===== config.mk =====
export PLATFORM = sky130hd
export DESIGN_NAME = dual_supply_switch_sequencer
export DESIGN_NICKNAME = d
export VERILOG_FILES = /design/src/hw/pin_sync.v /design/src/hw/dual_supply_switch_sequencer.v
export VERILOG_INCLUDE_DIRS = /design/src /design/src/hw
export SDC_FILE = /design/constraint.sdc
export NUM_CORES = 1
export LEC_CHECK = 0
export BUFFER_PORTS_ARGS = -buffer_cell sky130_fd_sc_hd__buf_2
export CAP_MARGIN = 20
export CORE_MARGIN = 4
export CORE_UTILIZATION = 66
export CTS_CLUSTER_DIAMETER = 40
export DETAILED_ROUTE_END_ITERATION = 12
export PLACE_DENSITY = 0.86
export SLEW_MARGIN = 20
export SYNTH_ARGS = -nofsm -noshare
export SYNTH_HDL_FRONTEND = slang
export SYNTH_SLANG_ARGS = --single-unit

===== constraint.sdc =====
create_clock -name pclk -period 4 [get_ports pclk]
set_input_delay 0.8 -clock pclk [delete_from_list [all_inputs] [get_ports pclk]]
set_output_delay 0.8 -clock pclk [all_outputs]
set_load 0.01 [all_outputs]

===== src/hw/dual_supply_switch_sequencer_map.vh =====
/*
 * Constants of the dual supply switch sequencer: register offsets, field
 * positions, reset values, timing figures and counter widths.
 * Assumes a 200 MHz pclk that also serves as the internal timebase.
 */
`ifndef DUAL_SUPPLY_SWITCH_SEQUENCER_MAP_VH
`define DUAL_SUPPLY_SWITCH_SEQUENCER_MAP_VH

// ========================================================================
// clock rate
`define CLK_MHZ 200

// ========================================================================
// timing figures in their own units
`define T_UV_ON_MS 160
`define T_DEBOUNCE_MS 10
`define T_BREAKER_MS 5
`define T_BLANK_MS 5
`define T_COOL_S 4
`define T_LOCKOUT_DROP_US 12
`define T_SUPPLY_DROP_US 8
`define T_FAULT_RESET_US 20

// ========================================================================
// cycle counts of those figures at 200 MHz, sized to their counters
`define CYC_UV_ON 30'h1E84800
`define CYC_DEBOUNCE 30'h01E8480
`define CYC_BREAKER 21'h0F4240
`define CYC_BLANK 30'h00F4240
`define CYC_COOL 30'h2FAF0800
`define CYC_LOCKOUT_DROP 12'h960
`define CYC_SUPPLY_DROP 12'h640
`define CYC_FAULT_RESET 12'hFA0

// ========================================================================
// counter widths
`define SEQ_W 30
`define BRK_W 21
`define DROP_W 12
`define SEQ_ONE 30'h00000001
`define BRK_ONE 21'h000001
`define DROP_ONE 12'h001

// ========================================================================
// register byte offsets
`define ADDR_W 12
`define REG_STATE 12'h000
`define REG_INT_STATUS 12'h004
`define REG_INT_MASK 12'h008

// ========================================================================
// interrupt fields: trip ch1, trip ch2, undervoltage ch1, ch2, lockout
`define INT_W 5
`define INT_TRIP_LSB 0
`define INT_UV_LSB 2
`define INT_LOCKOUT_BIT 4
`define INT_MASK_RESET 5'h00

// ========================================================================
// state register fields
`define ST_LOCK_READY_BIT 0
`define ST_RETRY_BIT 1
`define ST_FAULT_LSB 2
`define ST_GATE_LSB 4
`define ST_CH0_LSB 8
`define ST_CH1_LSB 12

`endif


===== src/hw/pin_sync.v =====
/*
 * Two flip-flop synchroniser for a group of independent level inputs.
 * Assumes each bit is a slow level from outside the pclk domain; the
 * first stage is read only by the second.
 */
module pin_sync #(
    parameter WIDTH = 1
) (
    input wire pclk,
    input wire presetn,
    input wire ce,
    input wire [WIDTH-1:0] async_in,
    input wire [WIDTH-1:0] reset_val,
    output wire [WIDTH-1:0] sync_out
);

reg [WIDTH-1:0] meta_q;
reg [WIDTH-1:0] stable_q;

// ========================================================================
// two stages, reset to zero then seeded from the second stage path
always @(posedge pclk or negedge presetn) begin
    if (!presetn) begin
        meta_q <= {WIDTH{1'b0}};
        stable_q <= {WIDTH{1'b0}};
    end else if (ce) begin
        meta_q <= async_in;
        stable_q <= meta_q;
    end
end

// reset_val only chooses the meaning of the idle level for users
assign sync_out = stable_q ^ reset_val;

endmodule


===== src/hw/dual_supply_switch_sequencer.v =====
/*
 * Sequencing and fault logic of a two channel live insertion supply
 * switch, with an APB register window and one level interrupt.
 * Assumes analog comparators give levels for supply presence, lockout
 * and current limit, and that pclk is the free-running timebase.
 */
// Chosen here: the register addresses and the APB interface to the registers.
`include "dual_supply_switch_sequencer_map.vh"

module dual_supply_switch_sequencer #(
    parameter [`SEQ_W-1:0] CYC_UV_ON = `CYC_UV_ON,
    parameter [`SEQ_W-1:0] CYC_DEBOUNCE = `CYC_DEBOUNCE,
    parameter [`SEQ_W-1:0] CYC_BLANK = `CYC_BLANK,
    parameter [`SEQ_W-1:0] CYC_COOL = `CYC_COOL,
    parameter [`BRK_W-1:0] CYC_BREAKER = `CYC_BREAKER
) (
    input wire pclk,
    input wire presetn,
    input wire ce,
    input wire psel,
    input wire penable,
    input wire pwrite,
    input wire [`ADDR_W-1:0] paddr,
    input wire [31:0] pwdata,
    output wire [31:0] prdata,
    output wire pready,
    output wire pslverr,
    input wire chan1_enable_n,
    input wire chan2_enable_n,
    input wire chan1_supply,
    input wire chan2_supply,
    input wire supply_lockout,
    input wire chan1_current_limit_amp,
    input wire chan2_current_limit_amp,
    input wire auto_retry_sel,
    output wire chan1_gate_charge,
    output wire chan2_gate_charge,
    output wire chan1_gate_pulldown,
    output wire chan2_gate_pulldown,
    output wire fault_flag_out,
    output wire fault_flag_oe_n,
    output wire irq
);

localparam [`DROP_W-1:0] CYC_LOCK_DROP = `CYC_LOCKOUT_DROP;
localparam [`DROP_W-1:0] CYC_SUP_DROP = `CYC_SUPPLY_DROP;
localparam [`DROP_W-1:0] CYC_FLT_RESET = `CYC_FAULT_RESET;

// channel states, one-hot
localparam [3:0] ST_OFF = 4'h1;
localparam [3:0] ST_DEBOUNCE = 4'h2;
localparam [3:0] ST_ON = 4'h4;
localparam [3:0] ST_FAULT = 4'h8;

// ========================================================================
// input synchronisers
wire [7:0] sync_raw;
wire [7:0] sync_v;
wire [1:0] en_n_s;
wire [1:0] sup_s;
wire [1:0] lim_s;
wire lock_s;
wire retry_s;

pin_sync #(
    .WIDTH(8)
) u_sync (
    .pclk(pclk),
    .presetn(presetn),
    .ce(ce),
    .async_in(sync_raw),
    .reset_val(8'h03),
    .sync_out(sync_v)
);

// enables idle high: stored inverted so reset reads as disabled
assign sync_raw = {auto_retry_sel, supply_lockout,
                   chan2_current_limit_amp, chan1_current_limit_amp,
                   chan2_supply, chan1_supply,
                   ~chan2_enable_n, ~chan1_enable_n};
assign en_n_s = sync_v[1:0];
assign sup_s = sync_v[3:2];
assign lim_s = sync_v[5:4];
assign lock_s = sync_v[6];
assign retry_s = sync_v[7];

// ========================================================================
// higher supply lockout qualification
reg [`SEQ_W-1:0] uv_on_cnt_q;
reg [`DROP_W-1:0] lock_drop_cnt_q;
reg lock_ready_q;
reg lock_lost_q;
reg retry_q;

// 160ms of good supply before turn-on
// retry strap held, delays on pclk
always @(posedge pclk or negedge presetn) begin
    if (!presetn) begin
        uv_on_cnt_q <= {`SEQ_W{1'b0}};
        lock_drop_cnt_q <= {`DROP_W{1'b0}};
        lock_ready_q <= 1'b0;
        lock_lost_q <= 1'b0;
        retry_q <= 1'b0;
    end else if (ce) begin
        retry_q <= retry_s;
        lock_lost_q <= 1'b0;
        if (lock_s) begin
            lock_drop_cnt_q <= {`DROP_W{1'b0}};
            if (!lock_ready_q) begin
                if (uv_on_cnt_q >= CYC_UV_ON - `SEQ_ONE) begin
                    lock_ready_q <= 1'b1;
                end else begin
                    uv_on_cnt_q <= uv_on_cnt_q + `SEQ_ONE;
                end
            end
        end else begin
            // count below-threshold time; once ready, short dips are ignored
            if (lock_drop_cnt_q >= CYC_LOCK_DROP) begin
                uv_on_cnt_q <= {`SEQ_W{1'b0}};
                lock_lost_q <= lock_ready_q;
                lock_ready_q <= 1'b0;
            end else begin
                lock_drop_cnt_q <= lock_drop_cnt_q + `DROP_ONE;
                if (!lock_ready_q) begin
                    uv_on_cnt_q <= {`SEQ_W{1'b0}};
                end
            end
        end
    end
end

// ========================================================================
// per channel sequencer
wire [1:0] trip_ev;
wire [1:0] uv_ev;
wire [1:0] fault_vec;
wire [1:0] gate_vec;
wire [7:0] state_vec;

genvar i;
generate
for (i = 0; i < 2; i = i + 1) begin : ch
    reg [3:0] state_q;
    reg [`SEQ_W-1:0] seq_cnt_q;
    reg [`BRK_W-1:0] brk_cnt_q;
    reg [`DROP_W-1:0] sup_drop_cnt_q;
    reg [`DROP_W-1:0] en_high_cnt_q;
    reg sup_ok_q;
    reg gate_q;
    reg pulldown_q;
    reg fault_q;
    reg trip_q;
    reg uv_q;
    wire start_ok;
    wire blank_done;
    wire breaker_trip;
    wire flt_reset;

    always @(posedge pclk or negedge presetn) begin
        if (!presetn) begin
            sup_drop_cnt_q <= {`DROP_W{1'b0}};
            sup_ok_q <= 1'b0;
            uv_q <= 1'b0;
        end else if (ce) begin
            uv_q <= 1'b0;
            if (sup_s[i]) begin
                sup_drop_cnt_q <= {`DROP_W{1'b0}};
                sup_ok_q <= 1'b1;
            end else if (sup_drop_cnt_q >= CYC_SUP_DROP) begin
                uv_q <= sup_ok_q;
                sup_ok_q <= 1'b0;
            end else begin
                sup_drop_cnt_q <= sup_drop_cnt_q + `DROP_ONE;
            end
        end
    end

    // enable high time for fault reset
    always @(posedge pclk or negedge presetn) begin
        if (!presetn) begin
            en_high_cnt_q <= {`DROP_W{1'b0}};
        end else if (ce) begin
            if (!en_n_s[i]) begin
                en_high_cnt_q <= {`DROP_W{1'b0}};
            end else if (en_high_cnt_q < CYC_FLT_RESET) begin
                en_high_cnt_q <= en_high_cnt_q + `DROP_ONE;
            end
        end
    end

    // start needs lockout, supply and enable
    assign start_ok = lock_ready_q & sup_s[i] & sup_ok_q & ~en_n_s[i];
    assign blank_done = (seq_cnt_q >= CYC_BLANK);
    assign breaker_trip = blank_done & lim_s[i] &
                          (brk_cnt_q >= CYC_BREAKER - `BRK_ONE);
    assign flt_reset = (en_high_cnt_q >= CYC_FLT_RESET);

    // channel state machine
    always @(posedge pclk or negedge presetn) begin
        if (!presetn) begin
            state_q <= ST_OFF;
            seq_cnt_q <= {`SEQ_W{1'b0}};
            brk_cnt_q <= {`BRK_W{1'b0}};
            gate_q <= 1'b0;
            pulldown_q <= 1'b1;
            fault_q <= 1'b0;
            trip_q <= 1'b0;
        end else if (ce) begin
            trip_q <= 1'b0;
            case (state_q)
                ST_OFF: begin
                    gate_q <= 1'b0;
                    pulldown_q <= 1'b1;
                    seq_cnt_q <= {`SEQ_W{1'b0}};
                    if (start_ok) begin
                        state_q <= ST_DEBOUNCE;
                    end
                end
                ST_DEBOUNCE: begin
                    if (!start_ok) begin
                        state_q <= ST_OFF;
                        seq_cnt_q <= {`SEQ_W{1'b0}};
                    end else if (seq_cnt_q >= CYC_DEBOUNCE - `SEQ_ONE) begin
                        state_q <= ST_ON;
                        gate_q <= 1'b1;
                        pulldown_q <= 1'b0;
                        seq_cnt_q <= {`SEQ_W{1'b0}};
                        brk_cnt_q <= {`BRK_W{1'b0}};
                    end else begin
                        seq_cnt_q <= seq_cnt_q + `SEQ_ONE;
                    end
                end
                ST_ON: begin
                    if (!blank_done) begin
                        seq_cnt_q <= seq_cnt_q + `SEQ_ONE;
                    end
                    if (lim_s[i]) begin
                        if (brk_cnt_q < CYC_BREAKER) begin
                            brk_cnt_q <= brk_cnt_q + `BRK_ONE;
                        end
                    end else begin
                        brk_cnt_q <= {`BRK_W{1'b0}};
                    end
                    if (en_n_s[i] || !sup_ok_q || !lock_ready_q) begin
                        state_q <= ST_OFF;
                        gate_q <= 1'b0;
                        pulldown_q <= 1'b1;
                    end else if (breaker_trip) begin
                        state_q <= ST_FAULT;
                        gate_q <= 1'b0;
                        pulldown_q <= 1'b1;
                        fault_q <= 1'b1;
                        trip_q <= 1'b1;
                        seq_cnt_q <= {`SEQ_W{1'b0}};
                    end
                end
                ST_FAULT: begin
                    gate_q <= 1'b0;
                    pulldown_q <= 1'b1;
                    seq_cnt_q <= seq_cnt_q + `SEQ_ONE;
                    if (!lock_ready_q || !sup_ok_q || flt_reset) begin
                        state_q <= ST_OFF;
                        fault_q <= 1'b0;
                    end else if (retry_q &&
                                 seq_cnt_q >= CYC_COOL - `SEQ_ONE) begin
                        state_q <= ST_OFF;
                        fault_q <= 1'b0;
                    end
                end
                default: begin
                    state_q <= ST_OFF;
                    gate_q <= 1'b0;
                    pulldown_q <= 1'b1;
                end
            endcase
        end
    end

    assign trip_ev[i] = trip_q;
    assign uv_ev[i] = uv_q;
    assign fault_vec[i] = fault_q;
    assign gate_vec[i] = gate_q;
    assign state_vec[4*i+3:4*i] = state_q;
end
endgenerate

// each channel drives its own gate
assign chan1_gate_charge = ch[0].gate_q;
assign chan2_gate_charge = ch[1].gate_q;
assign chan1_gate_pulldown = ch[0].pulldown_q;
assign chan2_gate_pulldown = ch[1].pulldown_q;

// ========================================================================
// shared open-drain fault flag
reg fault_oe_n_q;
reg fault_level_q;

// flag low while any fault latched
always @(posedge pclk or negedge presetn) begin
    if (!presetn) begin
        fault_oe_n_q <= 1'b1;
        fault_level_q <= 1'b0;
    end else if (ce) begin
        fault_oe_n_q <= ~(|fault_vec);
        fault_level_q <= 1'b0;
    end
end

assign fault_flag_out = fault_level_q;
assign fault_flag_oe_n = fault_oe_n_q;

// ========================================================================
// apb slave, interrupt status and mask
reg [31:0] prdata_q;
reg pready_q;
reg pslverr_q;
reg [`INT_W-1:0] int_status_q;
reg [`INT_W-1:0] int_mask_q;
reg irq_q;
reg [31:0] rd_mux;
reg rd_err;
wire [`INT_W-1:0] int_events;
wire [`INT_W-1:0] w1c;
wire [`INT_W-1:0] int_status_d;
wire apb_setup;
wire apb_write;

assign apb_setup = psel & ~penable;
assign apb_write = psel & penable & pready_q & pwrite;
assign int_events = {lock_lost_q, uv_ev, trip_ev};
assign w1c = (apb_write && paddr == `REG_INT_STATUS) ?
             pwdata[`INT_W-1:0] : {`INT_W{1'b0}};
// a new event wins over a clear in the same cycle
assign int_status_d = (int_status_q & ~w1c) | int_events;

// read decode
always @* begin
    rd_mux = 32'h00000000;
    rd_err = 1'b0;
    case (paddr)
        `REG_STATE: begin
            rd_mux[`ST_LOCK_READY_BIT] = lock_ready_q;
            rd_mux[`ST_RETRY_BIT] = retry_q;
            rd_mux[`ST_FAULT_LSB+1:`ST_FAULT_LSB] = fault_vec;
            rd_mux[`ST_GATE_LSB+1:`ST_GATE_LSB] = gate_vec;
            rd_mux[`ST_CH0_LSB+3:`ST_CH0_LSB] = state_vec[3:0];
            rd_mux[`ST_CH1_LSB+3:`ST_CH1_LSB] = state_vec[7:4];
        end
        `REG_INT_STATUS: begin
            rd_mux[`INT_W-1:0] = int_status_q;
        end
        `REG_INT_MASK: begin
            rd_mux[`INT_W-1:0] = int_mask_q;
        end
        default: begin
            rd_err = 1'b1;
        end
    endcase
end

// bus handshake, one access cycle per transfer
always @(posedge pclk or negedge presetn) begin
    if (!presetn) begin
        prdata_q <= 32'h00000000;
        pready_q <= 1'b0;
        pslverr_q <= 1'b0;
        int_status_q <= {`INT_W{1'b0}};
        int_mask_q <= `INT_MASK_RESET;
        irq_q <= 1'b0;
    end else if (ce) begin
        pready_q <= apb_setup;
        if (apb_setup) begin
            prdata_q <= pwrite ? 32'h00000000 : rd_mux;
            pslverr_q <= rd_err;
        end else begin
            pslverr_q <= 1'b0;
        end
        if (apb_write && paddr == `REG_INT_MASK) begin
            int_mask_q <= pwdata[`INT_W-1:0];
        end
        int_status_q <= int_status_d;
        irq_q <= |(int_status_d & int_mask_q);
    end
end

assign prdata = prdata_q;
assign pready = pready_q;
assign pslverr = pslverr_q;
assign irq = irq_q;

endmodule


* After elaboration in Yosys (flattened, before gate mapping) *
Index checks and enable logic that the tools add are counted.

word-level totals
  register bits = 277
  output and inout bits = 41

cells by class
  add/subtract/negate cells = 10
  order comparisons = 18
  equal/unequal tests = 36
  multiplexer cells = 108
  bitwise gates (word level) = 25
  reduce and logical (&&, ||, !) cells = 49

operators with widths
  operator                 number
  $mux W30                 15
  $pmux W30 S4             2
  $mux W21                 8
  $mux W12                 10
  $add A30 B1 Y30 const B  3
  $pmux W21 S2             2
  $add A12 B1 Y12 const B  5
  $ge A30 B20 Y1 const B   2
  $ge A30 B21 Y1 const B   2
  $ge A30 B30 Y1 const B   2
  $mux W4                  14
  $mux W1                  45
  $add A21 B1 Y21 const B  2
  $ge A21 B20 Y1 const B   2
  $lt A21 B20 Y1 const B   2
  $ge A12 B12 Y1 const B   3
  $pmux W4 S4              2
  $ge A30 B25 Y1 const B   1
  $reduce_and A5 Y1        6
  $ge A12 B11 Y1 const B   2
  $lt A12 B12 Y1 const B   2
  $ne A2 B2 Y1 const B     12
  $ne A3 B3 Y1 const B     8
  $reduce_and A2 Y1        12
  28 further kinds         82

* Longest topological paths before layout *
  depth after elaboration = 10
  depth in mapped cells = 10

* Hierarchy *
From an unflattened synthesis, not the netlist that was laid out.

unflattened totals
  cell total of the unflattened synthesis = 1619
  area total of the unflattened synthesis = 14492.6 µm²

modules (own cells, without submodules)
  module                        instances  cells each  area an instance (µm²)  sequential area each (µm²)
  dual_supply_switch_sequencer  1          1577        13773.2                 6087.1
  pin_sync                      1          42          719.4                   400.4

* Worst setup path before layout *
No wires, ideal clock.

  kind = input to register
  from = input port ce
  to = register uv_on_cnt_q[10]
  setup time = 0.132 ns
  arrival = 2.359 ns
  slack = 1.509 ns
  stages = 7
  path through = clkbuf_1 -> nand2_1 -> a21oi_1 -> clkbuf_1 -> clkbuf_1 -> clkbuf_1 -> nor2_1

on the way
  cells in the longest elaborated chain, start to end = 1

RTL lines
  element                      RTL line                            text
  start: declaration           dual_supply_switch_sequencer.v:19   input wire ce,
  $reduce_and A4 Y1 (no line)  -
  end signal: assignment       dual_supply_switch_sequencer.v:99   uv_on_cnt_q <= {`SEQ_W{1'b0}};
  end signal: assignment       dual_supply_switch_sequencer.v:113  uv_on_cnt_q <= uv_on_cnt_q + `SEQ_ONE;
  end signal: assignment       dual_supply_switch_sequencer.v:119  uv_on_cnt_q <= {`SEQ_W{1'b0}};
  end: declaration             dual_supply_switch_sequencer.v:89   reg [`SEQ_W-1:0] uv_on_cnt_q;

Every way passes these cells.
A chain may end at the register's enable or synchronous reset.

* Final worst setup path *
  from = register ch[1].seq_cnt_q[1]
  to = register ch[1].seq_cnt_q[15]

on the way
  cells in the longest elaborated chain, start to end = 6

RTL lines
  element                     RTL line                            text
  start: declaration          dual_supply_switch_sequencer.v:144  reg [`SEQ_W-1:0] seq_cnt_q;
  start signal: assignment    dual_supply_switch_sequencer.v:202  seq_cnt_q <= {`SEQ_W{1'b0}};
  start signal: assignment    dual_supply_switch_sequencer.v:214  seq_cnt_q <= {`SEQ_W{1'b0}};
  start signal: assignment    dual_supply_switch_sequencer.v:222  seq_cnt_q <= {`SEQ_W{1'b0}};
  $ge A30 B20 Y1              dual_supply_switch_sequencer.v:193  assign blank_done = (seq_cnt_q >= CYC_BLANK);
  $and A1 B1 Y1 (2 in a row)  dual_supply_switch_sequencer.v:194  assign breaker_trip = blank_done & lim_s[i] &
  $mux W30                    dual_supply_switch_sequencer.v:248  end else if (breaker_trip) begin
  $mux W30                    dual_supply_switch_sequencer.v:244  if (en_n_s[i] || !sup_ok_q || !lock_ready_q) begin
  $pmux W30 S4 (*)            dual_supply_switch_sequencer.v:210  case (state_q)

Mark *: on every way between the ends. The rest lies on a longest branch, timed or not.

==> impl_metrics.toml <==
[run_status]
run_status = "finished, final reports clean"

[sta]
setup_total_negative_slack_ns = 0
rsz_0062_raised_after_global_routing = "false"
period_needed_ns = 3.27
timing_worst_slew_pin_value_ns = 0.896
timing.final.max_slew_violations = 0
setup_viol_count_final = 0
achievable-frequency_ghz = 0.306
finalClockSkew_ns = 0.0169
post-route-period-util = 0.817
hold_slack_ns = 0.302
post-route-worst-setup-slack_ns = 0.731
number_of_endpoints_with_negative_hold_slack_in_the_final_report = 0
relSlewSlack = 0.402

[final_layout]
cell_area_after_layout_sq_um = 15900
n_fill_cell = 1390
final_core_utilization = 0.755
finalNetCount = 1683
area_growth_pct = 12.3
drive_gt1_frac = 0.116

[clock_tree]
clk_root_buffer_cell = "sky130_fd_sc_hd__clkbuf_16"
clk_latency_ns = 0.52
post_cts_resize_count = 0
cts_htree_levels = 2
buffer_count_from_post_cts_setup_fixing = 0
cts_max_path_buffers = 3
count_of_hold_fix_buffers_inserted_at_cts = 0
tritoncts_num_sinks = 259
tritoncts.num_buffers = 37
clkTransAtPathRegs_ns = 0.06
cts_tree = "yes"

[synthesis]
postSynth.asyncResetShare = 1.00
synth_sequential_area_ratio = 0.458
synthDominantAreaCellType = "sky130_fd_sc_hd__dfrtp_1"
synth.top_cells.by_count = "254 x sky130_fd_sc_hd__dfrtp_1, 165 x sky130_fd_sc_hd__nor2_1, 147 x sky130_fd_sc_hd__nand2_1, 129 x sky130_fd_sc_hd__o21ai_0, 88 x sky130_fd_sc_hd__a21oi_1"
cells_taking_the_most_area_after_synthesis = "sky130_fd_sc_hd__dfrtp_1 45%, sky130_fd_sc_hd__o21ai_0 4.6%, sky130_fd_sc_hd__nor2_1 4.4%, sky130_fd_sc_hd__nand2_1 3.9%, sky130_fd_sc_hd__a21oi_1 3.1%"
synth_flop_cell = "sky130_fd_sc_hd__dfrtp_1"
yosys_warning_count = 0
post_syn_area_sq_um = 14200
synthDistinctLibCells = 87
syn_area_per_cell_sq_um = 8.98
netlist.area_leader.share = 0.448
synth.most_common_cell = "sky130_fd_sc_hd__dfrtp_1"
synth-edff-count = 0
syn_inst = 1579
synth-seq-cells = 259

[critical_path]
cp_num_buf_inv = 1
slowest_delay_ns = 0.68
critical_path.endpoint_type = "register"
r2r_setup_slack_ns = 0.73
rr_worst_depth = 9
crit_slowest_cell = "sky130_fd_sc_hd__a21oi_1"
worst-endpoint-arrival_ns = 3.71
crit_top_cell = "sky130_fd_sc_hd__a21oi_1"
worst_ep_required_time_ns = 4.44
crit-reg2reg-launch = "ch[1].seq_cnt_q[1]"
critical_path.startpoint_type = "register"
top_family_by_delay_on_critical_path = "compound AO/OA/AOI/OAI gates"
r2r_end = "ch[1].seq_cnt_q[15]"
cp_class = "register to register"
maximum_fanout_count_along_the_critical_path = 12
critical_path.cell_chain = "ha_1, nand4_1, o211ai_1, a311oi_2, a21oi_1, a21oi_1, buf_4, nand3_1, mux2i_1"

[die]
die-area_sq_um = 23900
chipWidth_um = 155
core_region_area_sq_um = 21100
start_util = 0.672
io_pins = 99
die_h_um = 155
row_count = 53

[hold_path]
hold_class = "primary input to async pin"

[flow_run]
cap_violations = 0

[grt]
grt_start_max_net_pins = 94
antenna_violations_before_repair = 3
first_global_vias = 11900
global_route_wire_length_before_repair_um = 58400
grt-ovfl-total = 0
track_usage = 0.290

[drt]
drt_drc_violations_left = 0
detail_route.wirelength_um = 34700
vias = 12500
drt-pass1-iter-count = 6
vias_per_cell = 6.53
wl_per_cell_um = 18.2
postRouteAntennaNets = 0
drt-initial-drc-count = 1102

[placement]
numPortBuffers = 52
place_worst_setup_slack_ns = 0.830
detailed_place_hpwl_um = 22700
place.gp.congestion = 0.947
placedInstanceArea_sq_um = 14600

[power]
ir_drop_uv = 388
cellPowerDensity_nw_per_um2 = 420
static-leakage-power_uw = 0.00697
[placed cells by master, fill, tap and decap left out, drive strengths merged, types with 6 or more instances in the layout]
cell / count
nor2b: 9
and3: 38
o21ai: 137
a21oi: 89
nor4: 26
conb: 19
nand3: 84
nand2b: 12
a41oi: 10
a31oi: 38
dfrtp: 254
and4: 19
and2: 20
or3: 21
nand4: 32
o31ai: 24
mux2: 20
ha: 17
clkbuf: 44
buf: 68
nand2: 148
nor3: 43
mux2i: 17
a21o: 10
o211ai: 14
a22oi: 9
nor2: 166
clkinv: 10
xor2: 44
bufinv: 6
inv: 58
a22o: 19
o2111ai: 11
xnor2: 14
[where the power goes]
group          switching (uW)  leakage [uW]  total, uW  internal (uW)
Clock                    1280      0.000647       3500           2220
Sequential                105       0.00352       2820           2710
Combinational             242       0.00280        368            126
[state kept, by name, indices dropped and copies added (netlist names), 2 cells and up]
register	cells
int_status_q	5
ch.trip_q	2
ch.sup_drop_cnt_q	24
u_sync.meta_q	8
ch.en_high_cnt_q	24
ch.seq_cnt_q	60
ch.brk_cnt_q	42
u_sync.stable_q	8
int_mask_q	5
ch.sup_ok_q	2
prdata	14
ch.state_q	8
ch.uv_q	2
uv_on_cnt_q	30
ch.fault_q	2
lock_drop_cnt_q	12
[how the worst max path moves through the flow]
stage                             from                  end  slack [ns]  cells past startpoint
floorplan                           ce      uv_on_cnt_q[10]        1.51                      7
global placement                    ce  ch[0].brk_cnt_q[18]        0.85                      9
detailed placement                  ce           prdata[10]        0.83                      6
CTS                 ch[1].seq_cnt_q[1]  ch[1].seq_cnt_q[15]        0.79                      9
global route        ch[1].seq_cnt_q[1]   ch[1].seq_cnt_q[2]        0.52                      8
finish              ch[1].seq_cnt_q[1]  ch[1].seq_cnt_q[15]        0.73                      9
[layout make-up]
| type | count | area (sq um) | share of cell area |
|---|---|---|---|
| Multi-Input combinational cell | 1189 | 7130 | 0.448 |
| Sequential cell | 259 | 6490 | 0.408 |
| Clock buffer | 44 | 1000 | 0.0630 |
| Timing Repair Buffer | 68 | 415 | 0.0261 |
| Tap cell | 275 | 344 | 0.0216 |
| Clock inverter | 23 | 337 | 0.0211 |
| Inverter | 53 | 199 | 0.0125 |
| Antenna cell | 2 | 5.00 | 0.000314 |
[layer usage]
| layer | up-vias | routed length, um | global-route usage |
|---|---|---|---|
| met3 | 128 | 2490 | 0.0506 |
| met5 | - | 20 | 0 |
| li1 | 5779 | - | - |
| met2 | 531 | 16800 | 0.474 |
| met1 | 6046 | 14200 | 0.390 |
| met4 | 2 | 1230 | 0.115 |
[worst register-to-register path: cells and delay by family (launching register included)]
family	cells	cell delay, ns
AOI/OAI and AO/OA	4	1.67
DFF	1	0.45
and+or+nand+nor	2	0.33
buffers and inverters	1	0.32
adders and majority gates	1	0.28
muxes	1	0.14
[logic make-up (layout without fill, tap and decap cells)]
family          count (synthesis)  in the layout  share of synthesized area
fa+ha+maj                      17             17                     0.0150
buf+inv                       149            188                     0.0459
flops                         259            259                      0.458
mux                            37             37                     0.0279
simple gates                  646            646                      0.232
compound gates                412            412                      0.186
other cells                     1             21                   0.000265
xor+xnor                       58             58                     0.0358
[through the flow]
| stage | cells | total power, uW |
|---|---|---|
| after global placement | 1844 | 3200 |
| after detailed placement | 1844 | 3220 |
| after CTS | 1911 | 6720 |
| final | 1913 | 6680 |
| after floorplan | 1597 | 3070 |
| after global routing | 1913 | 6910 |
No activity file was read; power rests on OpenSTA's default activity.
